File: config.mk
export PLATFORM = sky130hd
export DESIGN_NAME = serdes_test_ctrl
export DESIGN_NICKNAME = d
export VERILOG_FILES = /design/src/shared/actest_pkg.sv /design/src/verilog/pin_sync.sv /design/src/verilog/serdes_test_ctrl.sv
export SDC_FILE = /design/constraint.sdc
export NUM_CORES = 1
export LEC_CHECK = 0
export ABC_AREA = 1
export BUFFER_PORTS_ARGS = -buffer_cell sky130_fd_sc_hd__buf_2
export CORE_UTILIZATION = 25
export CTS_CLUSTER_DIAMETER = 100
export DETAILED_ROUTE_END_ITERATION = 8
export GPL_TIMING_DRIVEN = 0
export PLACE_DENSITY = 0.58
export SLEW_MARGIN = 10
export SYNTH_ARGS = -nofsm -noshare
export SYNTH_HDL_FRONTEND = slang
export SYNTH_SLANG_ARGS = --single-unit
File: constraint.sdc
create_clock -name ref_clk_i -period 3.13 [get_ports ref_clk_i]
set_input_delay 0.313 -clock ref_clk_i [delete_from_list [all_inputs] [get_ports ref_clk_i]]
set_output_delay 0.313 -clock ref_clk_i [all_outputs]
set_load 0.03 [all_outputs]
File: src/shared/actest_pkg.sv
package actest_pkg;

    // ************************************************************
    // Register map (byte addresses)
    // ************************************************************
    localparam logic [7:0]  FUNC_CTRL_OFS  = 8'h00;
    localparam logic [7:0]  TEST_STAT_OFS  = 8'h04;
    localparam logic [7:0]  ALIGN_OUT_OFS  = 8'h08;
    localparam logic [7:0]  ALIGN_IN_OFS   = 8'h0C;

    // ************************************************************
    // Field layout and reset values
    // ************************************************************
    localparam int          ALIGN_W        = 8;
    localparam int          CTRL_W         = 8;
    localparam int          ALIGN_UP_LSB   = 0;
    localparam int          ALIGN_DN_LSB   = 8;
    localparam int          STAT_STATE_LSB = 0;
    localparam int          STAT_MODE_BIT  = 2;
    localparam int          STAT_EN_BIT    = 3;
    localparam int          STAT_AC_BIT    = 4;
    localparam int          STAT_LVL_BIT   = 5;
    localparam int          STAT_RXAC_BIT  = 6;
    localparam int          STAT_DRV_BIT   = 7;
    localparam logic [7:0]  FUNC_CTRL_RST  = 8'h00;
    localparam logic [15:0] ALIGN_OUT_RST  = 16'h0000;

    // ************************************************************
    // Timing
    // ************************************************************
    localparam int          CLK_PERIOD_NS  = 25;
    localparam int          DRV_RST_NS     = 100;
    localparam int          DRV_RST_CYC    = (DRV_RST_NS + CLK_PERIOD_NS - 1) / CLK_PERIOD_NS;
    localparam logic [2:0]  DRV_RST_LAST   = 3'(DRV_RST_CYC - 1);

    // ************************************************************
    // Test-entry sequence states, Gray along the path
    // ************************************************************
    typedef enum logic [1:0]
    {
        ST_IDLE  = 2'h0,
        ST_RESET = 2'h1,
        ST_LOAD  = 2'h3,
        ST_TEST  = 2'h2
    } entry_state_t;

endpackage

File: src/verilog/pin_sync.sv
`timescale 1ns/100ps
module pin_sync
    import actest_pkg::*;
#(
    parameter int W = 4
)
(
    // Clock and reset
    input  wire logic         ref_clk_i,
    input  wire logic         rst_b_i,
    // Pins and clean levels
    input  wire logic [W-1:0] pin_i,
    output logic      [W-1:0] level_o
);

    typedef struct packed
    {
        logic [W-1:0] s1;
        logic [W-1:0] s2;
        logic [W-1:0] s3;
        logic [W-1:0] q;
    } sync_t;

    sync_t        sync_ff;
    sync_t        nxt_sync;
    logic [W-1:0] q_sel;

    // Level moves once second and third stage agree
    for (genvar i = 0; i < W; i++)
    begin : g_bit
        assign q_sel[i] = (sync_ff.s2[i] == sync_ff.s3[i]) ? sync_ff.s3[i] : sync_ff.q[i];
    end

    always_comb
    begin
        nxt_sync    = sync_ff;
        nxt_sync.s1 = pin_i;
        nxt_sync.s2 = sync_ff.s1;
        nxt_sync.s3 = sync_ff.s2;
        nxt_sync.q  = q_sel;
    end

    always_ff @(posedge ref_clk_i)
    begin
        if (!rst_b_i)
        begin
            sync_ff <= '0;
        end
        else
        begin
            sync_ff <= nxt_sync;
        end
    end

    assign level_o = sync_ff.q;

endmodule

File: src/verilog/serdes_test_ctrl.sv
`timescale 1ns/100ps
module serdes_test_ctrl
    import actest_pkg::*;
(
    // Clock and reset
    input  wire logic                ref_clk_i,
    input  wire logic                rst_b_i,
    // Wishbone slave
    input  wire logic                cyc_i,
    input  wire logic                stb_i,
    input  wire logic                we_i,
    input  wire logic [7:0]          adr_i,
    input  wire logic [3:0]          sel_i,
    input  wire logic [31:0]         dat_i,
    output logic      [31:0]         dat_o,
    output logic                     ack_o,
    // Boundary-scan test pins
    input  wire logic                scan_mode_i,
    input  wire logic                scan_enable_i,
    input  wire logic                scan_acmode_i,
    input  wire logic                scan_drive_level_select_i,
    // Embedded test controller
    input  wire logic [CTRL_W-1:0]   tc_ctrl_i,
    output logic                     tc_rst_b_o,
    // Physical-medium macro
    output logic      [CTRL_W-1:0]   pma_ctrl_o,
    output logic                     drv_rst_o,
    output logic                     drv_load_o,
    output logic                     rx_ac_mode_o,
    output logic                     drive_level_o,
    // Neighbouring quads
    input  wire logic [ALIGN_W-1:0]  align_in_up_i,
    input  wire logic [ALIGN_W-1:0]  align_in_down_i,
    output logic      [ALIGN_W-1:0]  align_out_up_o,
    output logic      [ALIGN_W-1:0]  align_out_down_o
);

    // ************************************************************
    // State
    // ************************************************************
    typedef struct packed
    {
        entry_state_t         st;
        logic [2:0]           cnt;
        logic                 ack;
        logic [31:0]          rdat;
        logic [CTRL_W-1:0]    fctrl;
        logic [2*ALIGN_W-1:0] align_out;
        logic [CTRL_W-1:0]    pma;
        logic                 tc_rst_b;
        logic                 rx_ac;
        logic                 drv_lvl;
    } ctl_t;

    ctl_t       ctl_ff;
    ctl_t       nxt_ctl;
    logic [3:0] pins_s;
    logic       mode_s;
    logic       en_s;
    logic       ac_s;
    logic       lvl_s;
    logic       req;
    logic [7:0] stat;

    pin_sync #(.W(4)) u_pin_sync
    (
        .ref_clk_i (ref_clk_i),
        .rst_b_i   (rst_b_i),
        .pin_i     ({scan_drive_level_select_i, scan_acmode_i, scan_enable_i, scan_mode_i}),
        .level_o   (pins_s)
    );

    assign mode_s = pins_s[0];
    assign en_s   = pins_s[1];
    assign ac_s   = pins_s[2];
    assign lvl_s  = pins_s[3];
    assign req    = cyc_i && stb_i && !ctl_ff.ack;

    always_comb
    begin
        stat                                = 8'h00;
        stat[STAT_STATE_LSB +: 2]           = ctl_ff.st;
        stat[STAT_MODE_BIT]                 = mode_s;
        stat[STAT_EN_BIT]                   = en_s;
        stat[STAT_AC_BIT]                   = ac_s;
        stat[STAT_LVL_BIT]                  = lvl_s;
        stat[STAT_RXAC_BIT]                 = ctl_ff.rx_ac;
        stat[STAT_DRV_BIT]                  = ctl_ff.drv_lvl;
    end

    // ************************************************************
    // Next state
    // ************************************************************
    always_comb
    begin
        nxt_ctl = ctl_ff;

        // Bus slave: answer one cycle after request, drop after
        nxt_ctl.ack  = req;
        nxt_ctl.rdat = 32'h0000_0000;
        if (req && we_i)
        begin
            if (adr_i == FUNC_CTRL_OFS && sel_i[0])
            begin
                nxt_ctl.fctrl = dat_i[CTRL_W-1:0];
            end
            if (adr_i == ALIGN_OUT_OFS)
            begin
                if (sel_i[0])
                begin
                    nxt_ctl.align_out[ALIGN_UP_LSB +: ALIGN_W] = dat_i[ALIGN_UP_LSB +: ALIGN_W];
                end
                if (sel_i[1])
                begin
                    nxt_ctl.align_out[ALIGN_DN_LSB +: ALIGN_W] = dat_i[ALIGN_DN_LSB +: ALIGN_W];
                end
            end
        end
        if (req && !we_i)
        begin
            case (adr_i)
                FUNC_CTRL_OFS: nxt_ctl.rdat = {24'h00_0000, ctl_ff.fctrl};
                TEST_STAT_OFS: nxt_ctl.rdat = {24'h00_0000, stat};
                ALIGN_OUT_OFS: nxt_ctl.rdat = {16'h0000, ctl_ff.align_out};
                ALIGN_IN_OFS:  nxt_ctl.rdat = {16'h0000, align_in_down_i, align_in_up_i};
                default:       nxt_ctl.rdat = 32'h0000_0000;
            endcase
        end

        // Macro control multiplexer and controller reset
        nxt_ctl.pma      = mode_s ? tc_ctrl_i : ctl_ff.fctrl;
        nxt_ctl.tc_rst_b = mode_s;

        // Test-entry sequence
        case (ctl_ff.st)
            ST_IDLE:
            begin
                nxt_ctl.cnt = 3'h0;
                if (en_s)
                begin
                    nxt_ctl.st = ST_RESET;
                end
            end
            ST_RESET:
            begin
                nxt_ctl.cnt = ctl_ff.cnt + 3'h1;
                if (ctl_ff.cnt == DRV_RST_LAST)
                begin
                    nxt_ctl.st = ST_LOAD;
                end
            end
            ST_LOAD:
            begin
                nxt_ctl.rx_ac   = 1'b0;
                nxt_ctl.drv_lvl = 1'b0;
                nxt_ctl.st      = ST_TEST;
            end
            ST_TEST:
            begin
                if (en_s)
                begin
                    nxt_ctl.rx_ac   = ac_s;
                    nxt_ctl.drv_lvl = lvl_s;
                end
                else
                begin
                    nxt_ctl.st = ST_IDLE;
                end
            end
            default:
            begin
                nxt_ctl.st = ST_IDLE;
            end
        endcase
    end

    always_ff @(posedge ref_clk_i)
    begin
        if (!rst_b_i)
        begin
            ctl_ff           <= '0;
            ctl_ff.st        <= ST_IDLE;
            ctl_ff.fctrl     <= FUNC_CTRL_RST;
            ctl_ff.align_out <= ALIGN_OUT_RST;
        end
        else
        begin
            ctl_ff <= nxt_ctl;
        end
    end

    // ************************************************************
    // Outputs
    // ************************************************************
    assign dat_o            = ctl_ff.rdat;
    assign ack_o            = ctl_ff.ack;
    assign tc_rst_b_o       = ctl_ff.tc_rst_b;
    assign pma_ctrl_o       = ctl_ff.pma;
    assign drv_rst_o        = (ctl_ff.st == ST_RESET);
    assign drv_load_o       = (ctl_ff.st == ST_LOAD);
    assign rx_ac_mode_o     = ctl_ff.rx_ac;
    assign drive_level_o    = ctl_ff.drv_lvl;
    assign align_out_up_o   = ctl_ff.align_out[ALIGN_UP_LSB +: ALIGN_W];
    assign align_out_down_o = ctl_ff.align_out[ALIGN_DN_LSB +: ALIGN_W];
endmodule

# Word level (Yosys, flattened, before mapping)
# Cells that the tools add are included.
[totals]
n_memories = 0
output_inout_bits = 62
input_bits = 77
ramBits = 0
latchBits = 0
romBits = 0
wordCells = 60
regBits = 89
[classes]
shifts = 0
bitwise = 0
eq_ne = 15
n_mul = 0
mux = 9
add_sub_neg = 1
n_lt_le_gt_ge = 0
reduce_logical = 17
n_div = 0
[ops]
columns = ["cell", "n"]
rows = [
  ["16-bit case mux with 4 select lines", 1],
  ["8-bit by 4-bit == test with 1-bit output, second input constant", 2],
  ["3-bit AND reduction", 3],
  ["8-bit by 3-bit == test with 1-bit output, second input constant", 1],
  ["8-bit logical NOT", 1],
  ["2-bit 2-to-1 mux", 4],
  ["8-bit 2-to-1 mux", 1],
  ["2-bit case mux with 4 select lines", 1],
  ["2-bit by 1-bit inequality test with 1-bit output, second input constant", 3],
  ["3-bit case mux with 2 select lines", 1],
  ["2-bit AND reduction", 3],
  ["1-bit logical AND", 5],
  ["1-bit == test", 4],
  ["2-bit == test, second input constant", 2],
  ["2-bit case mux with 2 select lines", 1],
  ["2-bit nonzero test", 2],
  ["3-bit by 1-bit adder with 3-bit output, second input constant", 1],
  ["3-bit by 2-bit == test with 1-bit output, second input constant", 1],
  ["2-bit by 1-bit == test with 1-bit output, second input constant", 1],
  ["1-bit logical NOT", 2],
  ["2-bit logical NOT", 1],
  ["2-bit inequality test, second input constant", 1],
]

# Logic depth before layout (Yosys ltp)
# Gate-level depths: netlist (run 1).
[depth]
depth_word = 4
mapped_depth = 8
ltp_nobuf = 7

# Cells and area by module
# Synthesis (run 1) repeated with hierarchy kept, for this count alone.
[hier_totals]
hier_cells = 472
area_unflattened_um2 = 3574.7
[by_module_without_submodules]
columns = ["module", "cells_per_inst", "area_per_inst_um2", "instances", "seq_area_each_um2"]
rows = [
  ["serdes_test_ctrl", 415, 3067.9, 1, 1141.1],
  ["pin_sync", 57, 506.7, 1, 320.3],
]

# Least setup slack after synthesis (run 1)
# OpenSTA, ideal clock, no wires.
[synth_timing]
path_kind = "reg-to-reg"
from = "register ctl_ff, in the netlist ack_o"
to = "register ctl_ff, in the netlist align_out_down_o[2]"
setup_slack_ps = 1807
stages_incl_launch_ff = 7
setup_time_ps = 132
required_time_ps = 2998
n_path_buf = 0
synth_period_minus_slack_ps = 1323
arrival_time_ps = 1191
cell_sequence = "dfxtp_1 -> inv_1 -> nand4_2 -> nor2_2 -> nand2_1 -> nand2_1 -> a21oi_1"
[synth_between]
elab_chain_len = 4
[synth_lines]
columns = ["element", "line", "rtl"]
rows = [
  ["start, declared", "serdes_test_ctrl.sv:55", "ctl_t ctl_ff;"],
  ["start signal, assigned", "serdes_test_ctrl.sv:188", "ctl_ff <= nxt_ctl;"],
  ["1-bit logical NOT", "serdes_test_ctrl.sv:77", "assign req = cyc_i && stb_i && !ctl_ff.ack;"],
  ["1-bit logical AND", "serdes_test_ctrl.sv:77", ""],
  ["1-bit logical AND", "serdes_test_ctrl.sv:101", "if (req && we_i)"],
  ["3-bit AND reduction (no source line)", "n/a", ""],
]
# Every way passes these cells.
# A chain may end at the register's enable or synchronous reset.

# Final worst setup path (run 1)
[layout_timing]
from = "register ctl_ff[72] in the netlist's numbering"
to = "output port drv_rst_o"
[layout_between]
elab_chain_len = 1
[layout_lines]
columns = ["element", "line", "rtl"]
rows = [
  ["2-bit by 1-bit == test with 1-bit output", "serdes_test_ctrl.sv:199", "assign drv_rst_o = (ctl_ff.st == ST_RESET);"],
  ["end, declared", "serdes_test_ctrl.sv:27", "output logic drv_rst_o,"],
]
# Every way passes these cells.

==> flow_summary.ini, run 1 <==
[status]
status = finished clean

[routing]
drt_wl_total_um = 8413
remaining_drc_errors = 0
dr_total_vias = 2935
first_pass_iters = 6
drtAntennaViolNets = 0
drtIter0Drc = 115
wl_per_cell_um = 11.48
drt-vias-per-instance = 4.004

[worst_setup_path]
cp-start-kind = flop
critical_path_class = flop to output pin
cp.arrival_ns = 1.22
cp-end-kind = output pin
worstPathRequired_ns = 2.82
cp_max_fo = 6

[floorplanning]
placementRows = 41
start_util = 0.2581
die_w_um = 116.6
ios = 139
die_y_um = 116.6
die-area_um2 = 13590
coreArea_um2 = 12720

[finish]
fin_area_um2 = 4372
nets = 636
drive_above_1_share = 0.3583
areaGrowthSynthToFinish_pct = 33.16
antenna_cells = 0
nFillCells = 1390

[clock_network]
cts_buffers = 9
cts_tree = done
clk_pin_slew_worst_paths_ns = 0.05
clk_path_buf_depth = 2
cts.sinks = 73
cts-resized-gates = 0
post_cts_buffers = 0
cts-root-buf = clkbuf_16
ctsHoldBuffers = 0
htree_num_levels = 3
worstSkewPairLatency_ns = 0.33

[grt]
track_usage = 0.1298
grt_pass1_wl_um = 13290
grt_max_degree = 12
grt_pass1_vias = 2748
overflow = 0
antenna_found_initial = 0

[run]
max_cap_violations = 0

[yosys]
synth.area.top_cells = dfxtp_1 45%, buf_4 13%, nand2_1 8.6%
synth_top_area_share = 0.4451
synth.ff_latch_count = 73
async_flop_share = 0
yosysTopAreaCell = dfxtp_1
synth.top_cells.by_count = 75 x nand2_1, 73 x dfxtp_1, 65 x nor2_1
ys_types = 25
synth_cells = 427
yosysMostFrequentCell = nand2_1
yosys_most_used_dff = dfxtp_1
syn_area_um2 = 3283
ys_seq_area_frac = 0.4451
synth_edf_count = 0
syn_avg_cell_area_um2 = 7.689
yosysWarnings = 0

[placed_design]
place_hpwl_um = 6784
routabilityCongestion = 0.7755
io_buffers = 104
placed_cell_area_um2 = 4075

[timing]
hold_viol_final = 0
tns_ns = 0
worst_clock_skew_ns = 0.008122
slew_viol_final = 0
post-route-period-util = 0.4883
period_needed_ns = 1.528
rsz0062_at_grt = false
finalSetupViolCount = 0
max_freq_ghz = 0.6543

[hold_path]
hp-class = input port to flop

[pwr]
peakVddDrop_v = 0.0002063
p_per_area_nw_per_um2 = 478.8
p_leak_nw = 2.261
==> registers in the layout, indices dropped and copies added (netlist names), 4 cells and up <==
register,count
u_pin_sync.level_o,4
u_pin_sync.sync_ff,4
dat_o,16
u_pin_sync.nxt_sync,8
align_out_up_o,8
pma_ctrl_o,8
ctl_ff,13
align_out_down_o,8
==> worst paths after layout <==
path	startpoint	to	slack [ns]	cells past startpoint
max	ctl_ff[72]$_SDFFE_PN0P_	drv_rst_o	1.60	4
max reg2reg	ack_o$_SDFF_PN0_	align_out_down_o[7]$_SDFFE_PN0P_	1.68	6
min	scan_acmode_i	u_pin_sync.nxt_sync[10]$_SDFF_PN0_	0.17	3
min reg2reg	u_pin_sync.nxt_sync[10]$_SDFF_PN0_	u_pin_sync.nxt_sync[6]$_SDFF_PN0_	0.41	2
==> power breakdown <==
| part | leakage [nW] | switching, mW | internal (mW) |
|---|---|---|---|
| sequential | 0.590 | 0.00312 | 0.937 |
| combinational | 1.52 | 0.0828 | 0.0522 |
| clock | 0.148 | 0.365 | 0.653 |
==> worst max-delay path: stages, from the launching register on <==
cell and delay [ns]:
dfxtp_1 0.44, inv_1 0.11, nand2_1 0.09, inv_1 0.07, buf_2 0.18
==> layout by cell type, fill, tap and decap left out, types with 2 or more instances in the layout <==
master       n
a21oi_1     32
buf_2      105
buf_4       58
buf_6        3
clkbuf_1     5
clkbuf_16    9
clkbuf_8     2
clkinv_2     2
conb_1      16
dfxtp_1     73
ha_1         2
inv_1       27
inv_2        2
nand2_1     75
nand2_4      2
nand3_1     33
nand3_2      3
nor2_1      65
nor2_2      10
nor2_8       2
o21ai_0     27
==> cell type report <==
cell class	count	area, µm²	share of cell area
plain buffers	67	493.0	0.1128
clock buffers	12	256.5	0.05867
clock inverters	3	40.04	0.009159
inverters	29	108.9	0.02490
multi-input cells	273	1276	0.2919
flip-flops and latches	73	1461	0.3343
well taps	172	215.2	0.04923
repair buffers	104	520.5	0.1191
==> layer usage <==
| metal | part of all wire | GRT usage | vias to the layer above |
|---|---|---|---|
| li1 | - | - | 1542 |
| met1 | 0.43 | 0.1574 | 1307 |
| met5 | 0 | 0 | - |
| met3 | 0.087 | 0.04826 | 8 |
| met4 | 0.012 | 0.04051 | 0 |
| met2 | 0.47 | 0.2130 | 78 |
==> stage by stage <==
stage	util	setup slack, ns	hold WS, ns	power [mW]	instances
2_1_floorplan	-	1.807	0.3905	1.039	442
3_3_place_gp	0.3203	1.561	0.4011	1.094	718
3_5_place_dp	0.3203	1.510	0.4004	1.096	718
4_1_cts	0.3436	1.595	0.1614	2.113	733
5_1_grt	0.3436	1.499	0.1761	2.173	733
6_report	0.3436	1.602	0.1698	2.093	733
==> logic make-up after synthesis <==
kind of cell | Yosys count | share of synthesized area
adder cells (fa/ha/maj) | 2 | 0.007621
AND/OR/NAND/NOR | 193 | 0.2664
flip-flops | 73 | 0.4451
other | 1 | 0.001142
buffers and inverters | 96 | 0.1833
AO/OA/AOI/OAI | 62 | 0.09642
Power figures use the tool's default switching activity.
==> run 2, diff against run 1 <==
--- a/config.mk
+++ b/config.mk
@@ -11,7 +11,7 @@
 export CTS_CLUSTER_DIAMETER = 100
 export DETAILED_ROUTE_END_ITERATION = 8
 export GPL_TIMING_DRIVEN = 0
-export PLACE_DENSITY = 0.58
+export PLACE_DENSITY = 0.6
 export SLEW_MARGIN = 10
 export SYNTH_ARGS = -nofsm -noshare
 export SYNTH_HDL_FRONTEND = slang
==> constraint.sdc (replaced) <==
create_clock -name ref_clk_i -period 1.4 [get_ports ref_clk_i]
set_input_delay 0.14 -clock ref_clk_i [delete_from_list [all_inputs] [get_ports ref_clk_i]]
set_output_delay 0.14 -clock ref_clk_i [all_outputs]
set_load 0.03 [all_outputs]
==> run 2 against run 1 <==
Register-to-register slack got worse by 1.6 ns. Flip-flop and latch count stayed put. Count of clock-buffer cells in the layout shrank 3. Worst hold slack got worse by 0.13 ns. Routed wire length rose by 2.0%. Die area unchanged. Via count increased by 1.7%. First-iteration DRC count down 43%. Sequential power up 120%. Global-route usage fell by 0.31 points. Cell area up 2.9%. Critical path type unchanged.
==> flow_summary.ini, run 2 (same netlist as run 1, synthesis figures left out) <==
[grt]
grt_max_degree = 14
grt_pass1_vias = 2734
busiest_layer = met2
antenna_found_initial = 0
met2_usage = 0.2154
overflow = 0
track_usage = 0.1267
grt_pass1_wl_um = 13050
grt_use_met1 = 0.1475
grt_use_met3 = 0.04722

[routing]
dr_total_vias = 2986
drt-vias-per-instance = 4.035
drtIter0Drc = 66
drtAntennaViolNets = 0
wl_per_cell_um = 11.60
drt_wl_total_um = 8581
remaining_drc_errors = 0
first_pass_iters = 4

[clock_network]
clk_pin_slew_worst_paths_ns = 0.06
cts_tree = done
htree_num_levels = 3
cts_buffers = 9
clk_path_buf_depth = 2
cts.sinks = 73
worstSkewPairLatency_ns = 0.33
cts-root-buf = clkbuf_16

[floorplanning]
placementRows = 41
start_util = 0.2581
die_w_um = 116.6
die_y_um = 116.6
ios = 139
die-area_um2 = 13590
coreArea_um2 = 12720

[hold_path]
whs_path_depth = 3
min_from = tc_ctrl_i[5]
hp-class = input port to flop
hold_path_end = pma_ctrl_o[5]$_SDFF_PN0_

[worst_setup_path]
r2r_slack_ns = 0.11
cpMostUsedCell = inv_1
slowest_delay_ns = 0.36
critical_path_class = flop to output pin
path_cells = inv_1, nand2_1, inv_1, clkbuf_4
r2r_end = align_out_up_o[0]$_SDFFE_PN0P_
critPathSlowestCell = dfxtp_2
cp-start-kind = flop
worstPathRequired_ns = 1.26
cp_max_fo = 6
r2r_start = ack_o$_SDFF_PN0_
cp-end-kind = output pin
r2r_cells = 7
cp.arrival_ns = 1.16

[timing]
hold_viol_final = 0
max_freq_ghz = 0.7711
period_needed_ns = 1.297
tns_ns = 0
slew_viol_final = 0
tightest_slew_ns = 0.5094
relSlewSlack = 0.6604
post-route-period-util = 0.9264
rsz0062_at_grt = false
finalSetupViolCount = 0
worst_clock_skew_ns = 0.007174

[run]
max_cap_violations = 0

[placed_design]
io_buffers = 104
place_hpwl_um = 6768
placed_cells = 718
placed_cell_area_um2 = 4075
routabilityCongestion = 0.7798

[status]
status = finished clean

[pwr]
finalPower_mw = 5.049
sequentialPowerShare = 0.416
peakVddDrop_v = 0.0005030
p_leak_nw = 2.307
sw_frac_of_total = 0.2148
power_frac_comb = 0.063
internal-power_mw = 3.964
p_per_area_nw_per_um2 = 1122
clockPowerShare = 0.521
p_sw_mw = 1.085

[finish]
nFillCells = 1395
fin_area_um2 = 4501
multi_input_area_um2 = 1290
final_cell_mix = 104 x buf_2, 75 x nand2_1, 71 x dfxtp_1, 65 x nor2_1, 61 x buf_4
stdcell_count = 740
antenna_cells = 0
nets = 643
drive_above_1_share = 0.3644
final_common_cell = buf_2
areaGrowthSynthToFinish_pct = 37.08
largest_reg_flops = 16
register_area_um2 = 1464
final_core_util = 0.3538
[run 2: cell count changes in the layout (fill, tap and decap cells not counted), moves of 2 or more]
cell           before  now
buf_4              58   61
bufinv_16           1    3
clkbuf_8            2    0
clkinv_2            2    0
clkinv_4            0    2
dfxtp_1            73   71
dfxtp_2             0    2
dlygate4sd3_1       0    4
o21ai_0            27   24
o21ai_1             0    3
[run 2: routing by layer]
metal | part of all wire | wire [µm]
met5 | 0 | 0
met4 | 0.0076 | 65
met3 | 0.090 | 769
met2 | 0.48 | 4093
met1 | 0.43 | 3652
[run 2: critical path, delay by kind of cell (launching register included)]
family / cells / cell delay [ns]
DFF: 1 / 0.36
buffers and inverters: 3 / 0.39
and+or+nand+nor: 1 / 0.08
[run 2: worst max-delay path by stage]
| stage | start | end | slack (ns) | cells past startpoint |
|---|---|---|---|---|
| after detailed placement | ack_o$_SDFF_PN0_ | ctl_ff[30]$_SDFFE_PN0P_ | -0.03 | 6 |
| after global routing | ctl_ff[72]$_SDFFE_PN0P_ | drv_rst_o | 0.003 | 4 |
| after CTS | ack_o$_SDFF_PN0_ | ctl_ff[30]$_SDFFE_PN0P_ | 0.02 | 6 |
| after global placement | ack_o$_SDFF_PN0_ | align_out_down_o[3]$_SDFFE_PN0P_ | -0.0001 | 6 |
| after floorplan | ack_o$_SDFF_PN0_ | align_out_down_o[2]$_SDFFE_PN0P_ | 0.08 | 6 |
| final | ctl_ff[72]$_SDFFE_PN0P_ | drv_rst_o | 0.10 | 4 |
[run 2: timing repair]
item / 4_1_cts / 5_1_grt
buffers inserted: 2 / 1
hold buffers: 4 / 0
pin swaps: 1 / 1
cloned: 0 / 0
setup endpoints to repair: 15 / 16
resized for setup: 2 / 7
endpoints found under the hold margin: 4 / 0
[run 2: area by class of cell]
class	instances	share of cell area
multi-input cells	273	0.2866
plain buffers	67	0.1095
inverters	29	0.02474
clock inverters	6	0.02585
clock buffers	9	0.05004
repair buffers	111	0.1301
well taps	172	0.04782
flip-flops and latches	73	0.3253
[run 2: stage by stage]
| step | worst slack, ns | hold WS, ns |
|---|---|---|
| after floorplan | 0.07705 | 0.2376 |
| final | 0.1031 | 0.03665 |
| after global routing | 0.003446 | 0.05444 |
| after global placement | -0.0001276 | 0.3324 |
| after detailed placement | -0.02608 | 0.3263 |
| after CTS | 0.02312 | 0.02921 |
[run 2: power by group through the flow]
stage,sequential (mW),clock (mW),combinational (mW)
6_report,2.10,2.63,0.319
5_1_grt,2.10,2.78,0.349
4_1_cts,2.10,2.68,0.316
3_5_place_dp,2.15,0,0.304
3_3_place_gp,2.15,0,0.300
2_1_floorplan,2.15,0,0.177
